`src/common/ssvo_pkg.sv`:
```
/*
 * ssvo_pkg: constants and carrier types for the statistics vector output.
 * Assumes one ahb-lite master and an external counter device on the link.
 */
package ssvo_pkg;

  // =========================================================
  // register map
  localparam logic [7:0]  SSVO_CTRL_OFS  = 8'h00;
  localparam logic [7:0]  SSVO_STAT_OFS  = 8'h04;
  localparam logic [7:0]  SSVO_SENT_OFS  = 8'h08;
  localparam logic [7:0]  SSVO_LOST_OFS  = 8'h0C;
  localparam logic [31:0] SSVO_CTRL_RST  = 32'h0000_0001;
  localparam int          SSVO_EN_BIT    = 0;
  localparam int          SSVO_IMPURE_BIT = 7;

  // =========================================================
  // vector layout
  localparam logic [3:0] SSVO_RX_NIBS  = 4'h8;
  localparam logic [3:0] SSVO_TX_NIBS  = 4'hD;
  localparam logic [3:0] SSVO_IDLE_NIB = 4'hF;
  localparam logic [4:0] SSVO_MII_LOW  = 5'h18;

  // =========================================================
  // per-port receive status
  typedef struct packed {
    logic        fwd_blocked_flag;
    logic        pause_frame_seen;
    logic        ctrl_frame_seen;
    logic        ctrl_frame_bad_opcode;
    logic        prior_carrier_flag;
    logic        prior_valid_flag;
    logic        good_frame_flag;
    logic        bcast_flag;
    logic        mcast_flag;
    logic        checksum_bad_rx;
    logic        partial_byte_flag;
    logic        symbol_error_flag;
    logic        frame_dropped_flag;
    logic        impure_preamble;
    logic [10:0] in_byte_total;
  } ssvo_rx_info_type;

  // per-port transmit status
  typedef struct packed {
    logic        queue_id_mismatch;
    logic        queue_congested_flag;
    logic [11:0] out_bytes_with_retries;
    logic        pause_sent_flag;
    logic        ctrl_sent_flag;
    logic        send_complete_flag;
    logic        late_clash_flag;
    logic        defer_abort_flag;
    logic        retry_limit_abort;
    logic        underrun_flag;
    logic        oversize_flag;
    logic        deferred_flag;
    logic        bcast_flag;
    logic        mcast_flag;
    logic        checksum_bad_tx;
    logic [3:0]  attempt_tally;
    logic [10:0] out_byte_total;
  } ssvo_tx_info_type;

  typedef enum logic [0:0] {
    SSVO_IDLE  = 1'b0,
    SSVO_SHIFT = 1'b1
  } ssvo_state_type;

endpackage : ssvo_pkg

```
`src/design/ssvo_top.sv`:
```
/*
 * ssvo_top: per-port statistics probes, one shared 4-bit vector bus.
 * Assumes event pulses on ref_clk; the 6.25 MHz link clock arrives as an
 * asynchronous input and the counter logic samples data on its rising edge.
 */
`timescale 1ns/1ps
module ssvo_top
  import ssvo_pkg::*;
#(
  parameter int NPORT = 26
) (
  // clock and reset
  input  wire logic                         ref_clk,
  input  wire logic                         rst,
  // ahb-lite slave
  input  wire logic                         hsel,
  input  wire logic [31:0]                  haddr,
  input  wire logic [1:0]                   htrans,
  input  wire logic                         hwrite,
  input  wire logic [2:0]                   hsize,
  input  wire logic [31:0]                  hwdata,
  input  wire logic                         hready,
  output logic      [31:0]                  hrdata,
  output logic                              hreadyout,
  output logic                              hresp,
  // port events
  input  wire logic [NPORT-1:0]             rx_ev,
  input  wire ssvo_rx_info_type [NPORT-1:0] rx_info,
  input  wire logic [NPORT-1:0]             tx_ev,
  input  wire ssvo_tx_info_type [NPORT-1:0] tx_info,
  // vector link
  input  wire logic                         stat_clk,
  output logic      [3:0]                   vec_data
);

  localparam int NSLOT = 2 * NPORT;

  // =========================================================
  // vector builders
  function automatic logic [31:0] build_rx(input ssvo_rx_info_type i,
                                           input logic [4:0] p,
                                           input logic impure_en);
    logic [31:0] v;
    v = 32'h0;
    v[31] = i.fwd_blocked_flag;
    v[30] = i.pause_frame_seen;
    v[29] = i.ctrl_frame_seen;
    v[28] = i.ctrl_frame_bad_opcode;
    v[27] = i.prior_carrier_flag;
    v[26] = i.prior_valid_flag;
    v[25] = i.good_frame_flag;
    v[24] = i.bcast_flag;
    v[23] = i.mcast_flag;
    v[22] = i.checksum_bad_rx;
    v[21] = i.partial_byte_flag;
    v[20] = i.symbol_error_flag & (p >= SSVO_MII_LOW);
    v[19] = i.frame_dropped_flag | (i.impure_preamble & impure_en);
    v[17:7] = i.in_byte_total;
    v[6:2] = p;
    v[1] = 1'b0;
    return v;
  endfunction : build_rx

  function automatic logic [48:0] build_tx(input ssvo_tx_info_type i,
                                           input logic [4:0] p);
    logic [48:0] v;
    v = 49'h0;
    v[48] = i.queue_id_mismatch;
    v[47] = i.queue_congested_flag;
    v[46:35] = i.out_bytes_with_retries;
    v[34] = i.pause_sent_flag;
    v[33] = i.ctrl_sent_flag;
    v[32] = i.send_complete_flag;
    v[31] = i.late_clash_flag;
    v[30] = i.defer_abort_flag;
    v[29] = i.retry_limit_abort;
    v[28] = i.underrun_flag;
    v[27] = i.oversize_flag;
    v[26] = i.deferred_flag;
    v[25] = i.bcast_flag;
    v[24] = i.mcast_flag;
    v[23] = i.checksum_bad_tx;
    v[22:19] = i.attempt_tally;
    v[17:7] = i.out_byte_total;
    v[6:2] = p;
    v[1] = 1'b1;
    return v;
  endfunction : build_tx

  // =========================================================
  // registers
  ssvo_state_type       state_q;
  logic [31:0]          ctrl_q;
  logic [31:0]          sent_q;
  logic [31:0]          lost_q;
  logic [31:0]          hrdata_q;
  logic                 wr_pend_q;
  logic [7:0]           wr_addr_q;
  logic [NPORT-1:0]     rx_pend_q;
  logic [NPORT-1:0]     tx_pend_q;
  logic [31:0]          rx_vec_q [NPORT];
  logic [48:0]          tx_vec_q [NPORT];
  logic [5:0]           scan_q;
  logic [51:0]          shift_q;
  logic [3:0]           nib_left_q;
  logic [3:0]           vec_data_q;
  logic                 lclk_meta_q;
  logic                 lclk_sync_q;
  logic                 lclk_prev_q;

  // =========================================================
  // link clock edges, counter logic samples on rise
  // sampled link clock
  always_ff @(posedge ref_clk or posedge rst) begin
    if (rst) begin
      lclk_meta_q <= 1'b0;
      lclk_sync_q <= 1'b0;
      lclk_prev_q <= 1'b0;
    end else begin
      lclk_meta_q <= stat_clk;
      lclk_sync_q <= lclk_meta_q;
      lclk_prev_q <= lclk_sync_q;
    end
  end

  wire link_fall = lclk_prev_q & ~lclk_sync_q;

  // =========================================================
  // slot selection: rx slots first, then tx slots
  wire        impure_en = ctrl_q[SSVO_IMPURE_BIT];
  wire        out_en    = ctrl_q[SSVO_EN_BIT];
  wire        sel_tx    = (scan_q >= 6'(NPORT));
  wire [5:0]  sel_port6 = sel_tx ? 6'(scan_q - 6'(NPORT)) : scan_q;
  wire [4:0]  sel_port  = sel_port6[4:0];
  wire        sel_pend  = sel_tx ? tx_pend_q[sel_port] : rx_pend_q[sel_port];
  wire        load      = (state_q == SSVO_IDLE) && out_en && sel_pend;
  wire [51:0] sel_vec   = sel_tx ? {3'h0, tx_vec_q[sel_port]}
                                 : {20'h0_0000, rx_vec_q[sel_port]};
  wire [3:0]  sel_nibs  = sel_tx ? SSVO_TX_NIBS : SSVO_RX_NIBS;

  // =========================================================
  // probes, one pair of slots per port
  // per-port probes
  always_ff @(posedge ref_clk or posedge rst) begin
    if (rst) begin
      rx_pend_q <= '0;
      tx_pend_q <= '0;
    end else begin
      for (int p = 0; p < NPORT; p++) begin
        // event sets pending; set beats the load clear
        if (rx_ev[p]) begin
          rx_pend_q[p] <= 1'b1;
        end else if (load && !sel_tx && sel_port == 5'(p)) begin
          rx_pend_q[p] <= 1'b0;
        end
        if (tx_ev[p]) begin
          tx_pend_q[p] <= 1'b1;
        end else if (load && sel_tx && sel_port == 5'(p)) begin
          tx_pend_q[p] <= 1'b0;
        end
      end
    end
  end

  // vector storage, no reset needed on data
  always_ff @(posedge ref_clk) begin
    for (int p = 0; p < NPORT; p++) begin
      if (rx_ev[p]) begin
        rx_vec_q[p] <= build_rx(rx_info[p], 5'(p), impure_en);
      end
      if (tx_ev[p]) begin
        tx_vec_q[p] <= build_tx(tx_info[p], 5'(p));
      end
    end
  end

  // =========================================================
  // serializer; a whole vector leaves before the next is picked
  // round-robin scan, no interleave
  always_ff @(posedge ref_clk or posedge rst) begin
    if (rst) begin
      scan_q <= 6'h00;
    end else if (!load) begin
      scan_q <= (scan_q == 6'(NSLOT - 1)) ? 6'h00 : 6'(scan_q + 6'h01);
    end
  end

  // low nibble first, pads are zero
  always_ff @(posedge ref_clk or posedge rst) begin
    if (rst) begin
      state_q    <= SSVO_IDLE;
      shift_q    <= '0;
      nib_left_q <= 4'h0;
      vec_data_q <= SSVO_IDLE_NIB;
    end else begin
      unique case (state_q)
        SSVO_IDLE: begin
          if (load) begin
            state_q    <= SSVO_SHIFT;
            shift_q    <= sel_vec;
            nib_left_q <= sel_nibs;
          end
        end
        SSVO_SHIFT: begin
          if (link_fall && nib_left_q != 4'h0) begin
            vec_data_q <= shift_q[3:0];
            shift_q    <= {4'h0, shift_q[51:4]};
            nib_left_q <= 4'(nib_left_q - 4'h1);
          end else if (link_fall) begin
            vec_data_q <= SSVO_IDLE_NIB;
            state_q    <= SSVO_IDLE;
          end
        end
      endcase
    end
  end

  assign vec_data = vec_data_q;

  // =========================================================
  // ahb-lite slave, zero wait states
  wire       ahb_take = hsel && htrans[1] && hready;
  wire       busy     = (state_q != SSVO_IDLE);
  wire       any_pend = |{rx_pend_q, tx_pend_q};
  wire [7:0] rd_ofs   = haddr[7:0];
  wire [31:0] rd_mux  = (rd_ofs == SSVO_CTRL_OFS) ? ctrl_q
                      : (rd_ofs == SSVO_STAT_OFS) ? {30'h0, any_pend, busy}
                      : (rd_ofs == SSVO_SENT_OFS) ? sent_q
                      : (rd_ofs == SSVO_LOST_OFS) ? lost_q
                      : 32'h0000_0000;
  // overwrites of a still pending slot lose the older vector;
  // a slot loaded in the same cycle already handed its vector on
  wire [NPORT-1:0] port_hot = {{(NPORT-1){1'b0}}, 1'b1} << sel_port;
  wire [NPORT-1:0] rx_taken = (load && !sel_tx) ? port_hot : '0;
  wire [NPORT-1:0] tx_taken = (load && sel_tx) ? port_hot : '0;
  wire [NPORT-1:0] lost_ev  = (rx_ev & rx_pend_q & ~rx_taken)
                            | (tx_ev & tx_pend_q & ~tx_taken);

  // address phase capture and read data
  always_ff @(posedge ref_clk or posedge rst) begin
    if (rst) begin
      wr_pend_q <= 1'b0;
      wr_addr_q <= 8'h00;
      hrdata_q  <= 32'h0000_0000;
    end else begin
      wr_pend_q <= ahb_take && hwrite;
      wr_addr_q <= rd_ofs;
      if (ahb_take && !hwrite) begin
        hrdata_q <= rd_mux;
      end
    end
  end

  // control write and activity counters
  always_ff @(posedge ref_clk or posedge rst) begin
    if (rst) begin
      ctrl_q <= SSVO_CTRL_RST;
      sent_q <= 32'h0000_0000;
      lost_q <= 32'h0000_0000;
    end else begin
      if (wr_pend_q && wr_addr_q == SSVO_CTRL_OFS) begin
        ctrl_q <= hwdata;
      end
      if (load) begin
        sent_q <= 32'(sent_q + 32'h1);
      end
      if (|lost_ev) begin
        lost_q <= 32'(lost_q + 32'h1);
      end
    end
  end

  assign hrdata    = hrdata_q;
  assign hreadyout = 1'b1;
  assign hresp     = 1'b0;
endmodule : ssvo_top

```
`config.mk`:
```
export PLATFORM = sky130hd
export DESIGN_NAME = ssvo_top
export DESIGN_NICKNAME = d
export VERILOG_FILES = /design/src/common/ssvo_pkg.sv /design/src/design/ssvo_top.sv
export SDC_FILE = /design/constraint.sdc
export NUM_CORES = 2
export LEC_CHECK = 0
export ABC_CLOCK_PERIOD_IN_PS = 9400
export BUFFER_PORTS_ARGS = -buffer_cell sky130_fd_sc_hd__buf_2
export CORE_AREA = 2 2 726 728
export DETAILED_ROUTE_END_ITERATION = 10
export DIE_AREA = 0 0 728 730
export GPL_ROUTABILITY_DRIVEN = 1
export GPL_TIMING_DRIVEN = 0
export SYNTH_ARGS = -nofsm -noshare
export SYNTH_HDL_FRONTEND = slang
export SYNTH_SLANG_ARGS = --single-unit
```
`constraint.sdc`:
```
create_clock -name ref_clk -period 9.4 [get_ports ref_clk]
set_clock_uncertainty 0.2 [all_clocks]
set_input_delay 1.88 -clock ref_clk [delete_from_list [all_inputs] [get_ports ref_clk]]
set_output_delay 1.88 -clock ref_clk [all_outputs]
set_load 0.03 [all_outputs]
```
==> results.md <==
Placed design:
- The placement-stage worst setup slack is 0.771 ns.
- The placer congestion estimate is 0.960.
- The HPWL after detailed placement is 429000 microns.
- The count of buffers from port buffering is 1826.

Yosys:
- The synthesized netlist occupies a cell area of 76500 sq um.
- The async set-reset flop share out of synthesis is 0.133.
- The count of cell types in the netlist is 85.
- The most used flip-flop cell after synthesis is edfxtp_1.
- In the post-synthesis netlist, the cell with the most instances is edfxtp_1.
- After synthesis, the mean cell area works out to 17.8 sq um.
- The most area-hungry cell type in the Yosys netlist is edfxtp_1.
- The cell count after synthesis is 4294.
- Sorting the synthesized cells by how often they occur yields 1666 x edfxtp_1, 472 x nand2_1, 393 x mux4_2.
- Sorting the synthesized cells by area gives the leading types as edfxtp_1 65%, mux4_2 12%, dfrtp_1 8.2%.
- The number of enable-type register cells in the synthesized netlist is 1666.
- In this run, synthesis produced a sequential element count of 1922.
- The post-synthesis sequential area ratio is 0.738.
- The synthesized net count is 6144.
- The yosys synthesis warning count is 0.
- The share of synthesized area in the top cell type comes to 0.654.

Drt:
- The aggregate routed wire length is 523000 microns.
- The wire length per cell after detailed routing is 37.9 microns.
- For this block, the initial DRC count from the detailed router was 6599.
- The residual antenna-violating net count after detailed routing is 0.
- In the routed design, unresolved DRC markers number 0.
- In the routed layout, each cell is associated on average with a via count of 4.00.
- The total via count in the routed design is 55200.
- The detailed-routing iteration count for the pre-antenna-repair pass is 6.

CTS:
- After clock tree synthesis, the flow added hold-fix buffers numbering 0.
- The clock net in this run drives a total of 1922 sinks.
- The clock-pin slew on the worst setup and hold paths is 0.06 ns.
- TritonCTS built the clock tree.
- The clock reaches the later pin of the worst-skew pair after 0.97 ns.
- The number of CTS-inserted buffers is 225.
- The buffer levels on the longest clock path is 4.
- After clock tree synthesis, the setup repair step added 0 buffers.
- The H-tree depth reported by CTS is 4.
- After clock tree synthesis, the repair step resized 0 gates.
- The tree is rooted in a clkbuf_16.

Setup path:
- Walking the worst path, the cells encountered are clkbuf_1 -> buf_4 -> clkinv_1 -> ha_1 -> o211ai_2 -> a22oi_4 -> buf_6 -> clkbuf_1 -> clkbuf_2 -> buf_2 -> buf_1 -> mux4_2 -> nand2_1 -> a311oi_1 -> o21ai_0 -> a31oi_1.
- The type of the setup path with the least slack is flop to flop.
- At the worst endpoint, the arrival time is 9.14 ns.
- The worst setup path is launched from a flop.
- On the worst path, the slowest cell contributes a delay of 1.07 ns.
- The cell that appears most often on the critical path is clkbuf_1.
- The required time at the endpoint of the critical path is 10.08 ns.
- In this run the worst path has a maximum fanout of 10.
- The cell type of the slowest stage on the worst timing path is a311oi_1.
- STA classifies the critical path endpoint as a flop.

Timing:
- The minimum clock period is 8.45 ns.
- Setup repair after global routing left no endpoint under its margin.
- The worst slew slack as a fraction of its limit is -0.0909.
- In the finished design, the share of the clock period the worst path needs comes to 0.899.
- For the pin with the worst max-slew slack, the measured transition is 1.64 ns.
- Setup violations remaining at the end of the flow were counted as 0.
- The hold violation total from the final report is 0.
- The worst path meets setup with 0.946 ns of slack.
- For this run, the top clock speed supported by timing is 118 MHz.
- Hold timing on the final database bottoms out at a slack of 0.200 ns.
- The number of slew-limit violations in the final report is 11.

Pwr:
- Across the VDD grid, the largest voltage drop is 0.000241 V.
- The combinational fraction of design power is 0.491.
- Cell internal power was estimated by the tool at 20300 uW.
- The total power divided by cell area is 372 nW/um^2.
- The portion of total power attributed to the clock network is 0.237.
- Summed over all nets, the switching power comes to 18500 uW.
- Of the total power, registers draw 0.272.
- Of the total power, the share spent switching nets is 0.476.
- The static power due to leakage is 0.0378 uW.

Layout:
- Relative to the synthesized area, the layout overhead comes to 36.3%.
- In the final layout, the multi-input gates occupy 19100 sq um.
- The layout cell share with drive strength beyond 1 is 0.429.
- The layout net count is 8266.
- Across the whole layout, storage elements account for 56400 sq um.
- The utilization after layout is 0.199.
- The layout filler cell count is 56000.

Die:
- The die covers 531000 sq um.
- For this configuration, the core starts out at a cell density of 0.146.
- The floorplan die width is 728 microns.
- The region available for standard cell placement spans 524000 sq um.
- The number of placed I/O pins is 1881.
- In this run the core area contains 266 standard-cell rows.
- The chip height is 730 microns.

Global route:
- Across every metal layer, demand over resource in global routing totals 0.189.
- Entering global routing, the biggest net connects 128 pins.
- The met3 routing resource usage after global routing is 0.0550.
- The number of antenna violations at the first check in global routing came to 387.
- The number of global-route vias before repair came to 53400.
- The routing usage on met2 is 0.327.
- The global-route wire length before repair is 631000 microns.
- The global routing stage identified its most utilized layer as met2.
- The total congestion overflow after global routing is 0.
- For met1 alone, demand over resource in global routing was 0.217.

Outcome:
- The flow ran to the end, but the final reports show violations.
- The final reports fail on capacitance limit, slew limit.

Run:
- Across the run, the number of max-cap violations was 1.

Min path:
- The type of the tightest min-delay check is flop to flop.
metal layers:
metal  vias to the layer above  part of all wire  routed length (microns)
li1                      21700                 -                        -
met1                     28200              0.37                   191000
met2                      4000              0.49                   256000
met3                      1103             0.089                    46500
met4                       162             0.054                    28100
met5                         -            0.0020                     1060
sequential cells by signal, indices dropped and copies added (netlist names), 32 cells and up:
register / flops
ctrl_q: 32
hrdata: 32
lost_q: 32
rx_vec_q: 600
sent_q: 32
shift_q: 49
tx_vec_q: 1066
kinds of logic (layout without fill, tap and decap cells):
family,count (synthesis),count (layout),synth area share
compound gates,554,554,0.0492
xor+xnor,66,66,0.00756
fa+ha+maj,7,7,0.00114
buf+inv,277,2587,0.0147
flops,1922,1922,0.738
mux,522,522,0.133
other cells,2,222,0.0000982
simple gates,944,944,0.0562
stage by stage:
stage / setup TNS, ns / total power (uW) / instances / cell area, sq um
2_1_floorplan: 0 / 17300 / 4294 / 76500
3_3_place_gp: -913.01 / 29500 / 13100 / 94300
3_5_place_dp: 0 / 30600 / 13200 / 96100
4_1_cts: 0 / 39900 / 13600 / 104000
5_1_grt: 0 / 40100 / 13700 / 104000
6_report: 0 / 38800 / 13800 / 104000
final cells by class:
class / count / area share
clock buffers: 268 / 0.0563
flip-flops and latches: 1922 / 0.541
clock inverters: 147 / 0.0164
repair buffers: 1895 / 0.102
multi-input cells: 2095 / 0.183
plain buffers: 253 / 0.0108
inverters: 24 / 0.000936
diodes: 220 / 0.00528
well taps: 6968 / 0.0836
path summary, 6_finish.rpt:
path	from	slack, ns	depth (start not counted)	endpoint
min in group asynchronous	rst	0.75	2	lost_q[28]$_DFFE_PP0P_
max	scan_q[0]$_DFFE_PP0N_	0.95	16	shift_q[35]$_DFFE_PP0P_
max in group asynchronous	rst	7.28	3	tx_pend_q[21]$_DFFE_PP0P_
min	lclk_sync_q$_DFF_PP0_	0.20	0	lclk_prev_q$_DFF_PP0_
min reg2reg	lclk_sync_q$_DFF_PP0_	0.20	0	lclk_prev_q$_DFF_PP0_
max reg2reg	scan_q[0]$_DFFE_PP0N_	0.95	16	shift_q[35]$_DFFE_PP0P_
power by group through the flow:
stage / combinational [uW] / clock [uW] / sequential [uW]
floorplan: 6800 / 0 / 10500
global placement: 18800 / 0 / 10700
detailed placement: 19900 / 0 / 10700
CTS: 19900 / 9390 / 10500
global route: 19900 / 9660 / 10600
finish: 19100 / 9180 / 10600
critical path: cells and delay by family, from the launching register on:
family,cells,cell delay [ns]
buffers and inverters,8,4.39
AO/OA/AOI/OAI,5,2.47
multiplexers,1,0.39
flip-flops,1,0.38
adder cells (fa/ha/maj),1,0.33
AND/OR/NAND/NOR,1,0.05
cells in the final DEF (no fill, tap or decap), types with 16 or more instances in the layout:
cell type / count
nor4_1: 16
mux4_2: 393
xnor2_1: 41
and3_1: 16
clkinv_1: 38
o22ai_1: 23
a211oi_1: 37
buf_1: 32
inv_1: 21
nor3_1: 23
nand3_1: 177
buf_2: 1859
bufinv_16: 26
mux2_2: 35
inv_6: 17
mux2i_1: 92
o211ai_1: 16
dfrtp_1: 251
clkbuf_16: 225
clkinv_2: 33
a311oi_1: 66
edfxtp_1: 1666
nand2b_1: 28
a21oi_1: 107
o21ai_0: 110
nor2b_1: 36
clkbuf_1: 141
clkbuf_2: 44
buf_16: 36
buf_4: 44
nor2_1: 104
xor2_1: 25
a21o_1: 51
nand4_1: 20
diode_2: 220
a31oi_1: 35
nand2_1: 472
Note: power is estimated with default switching activity, not from simulation.
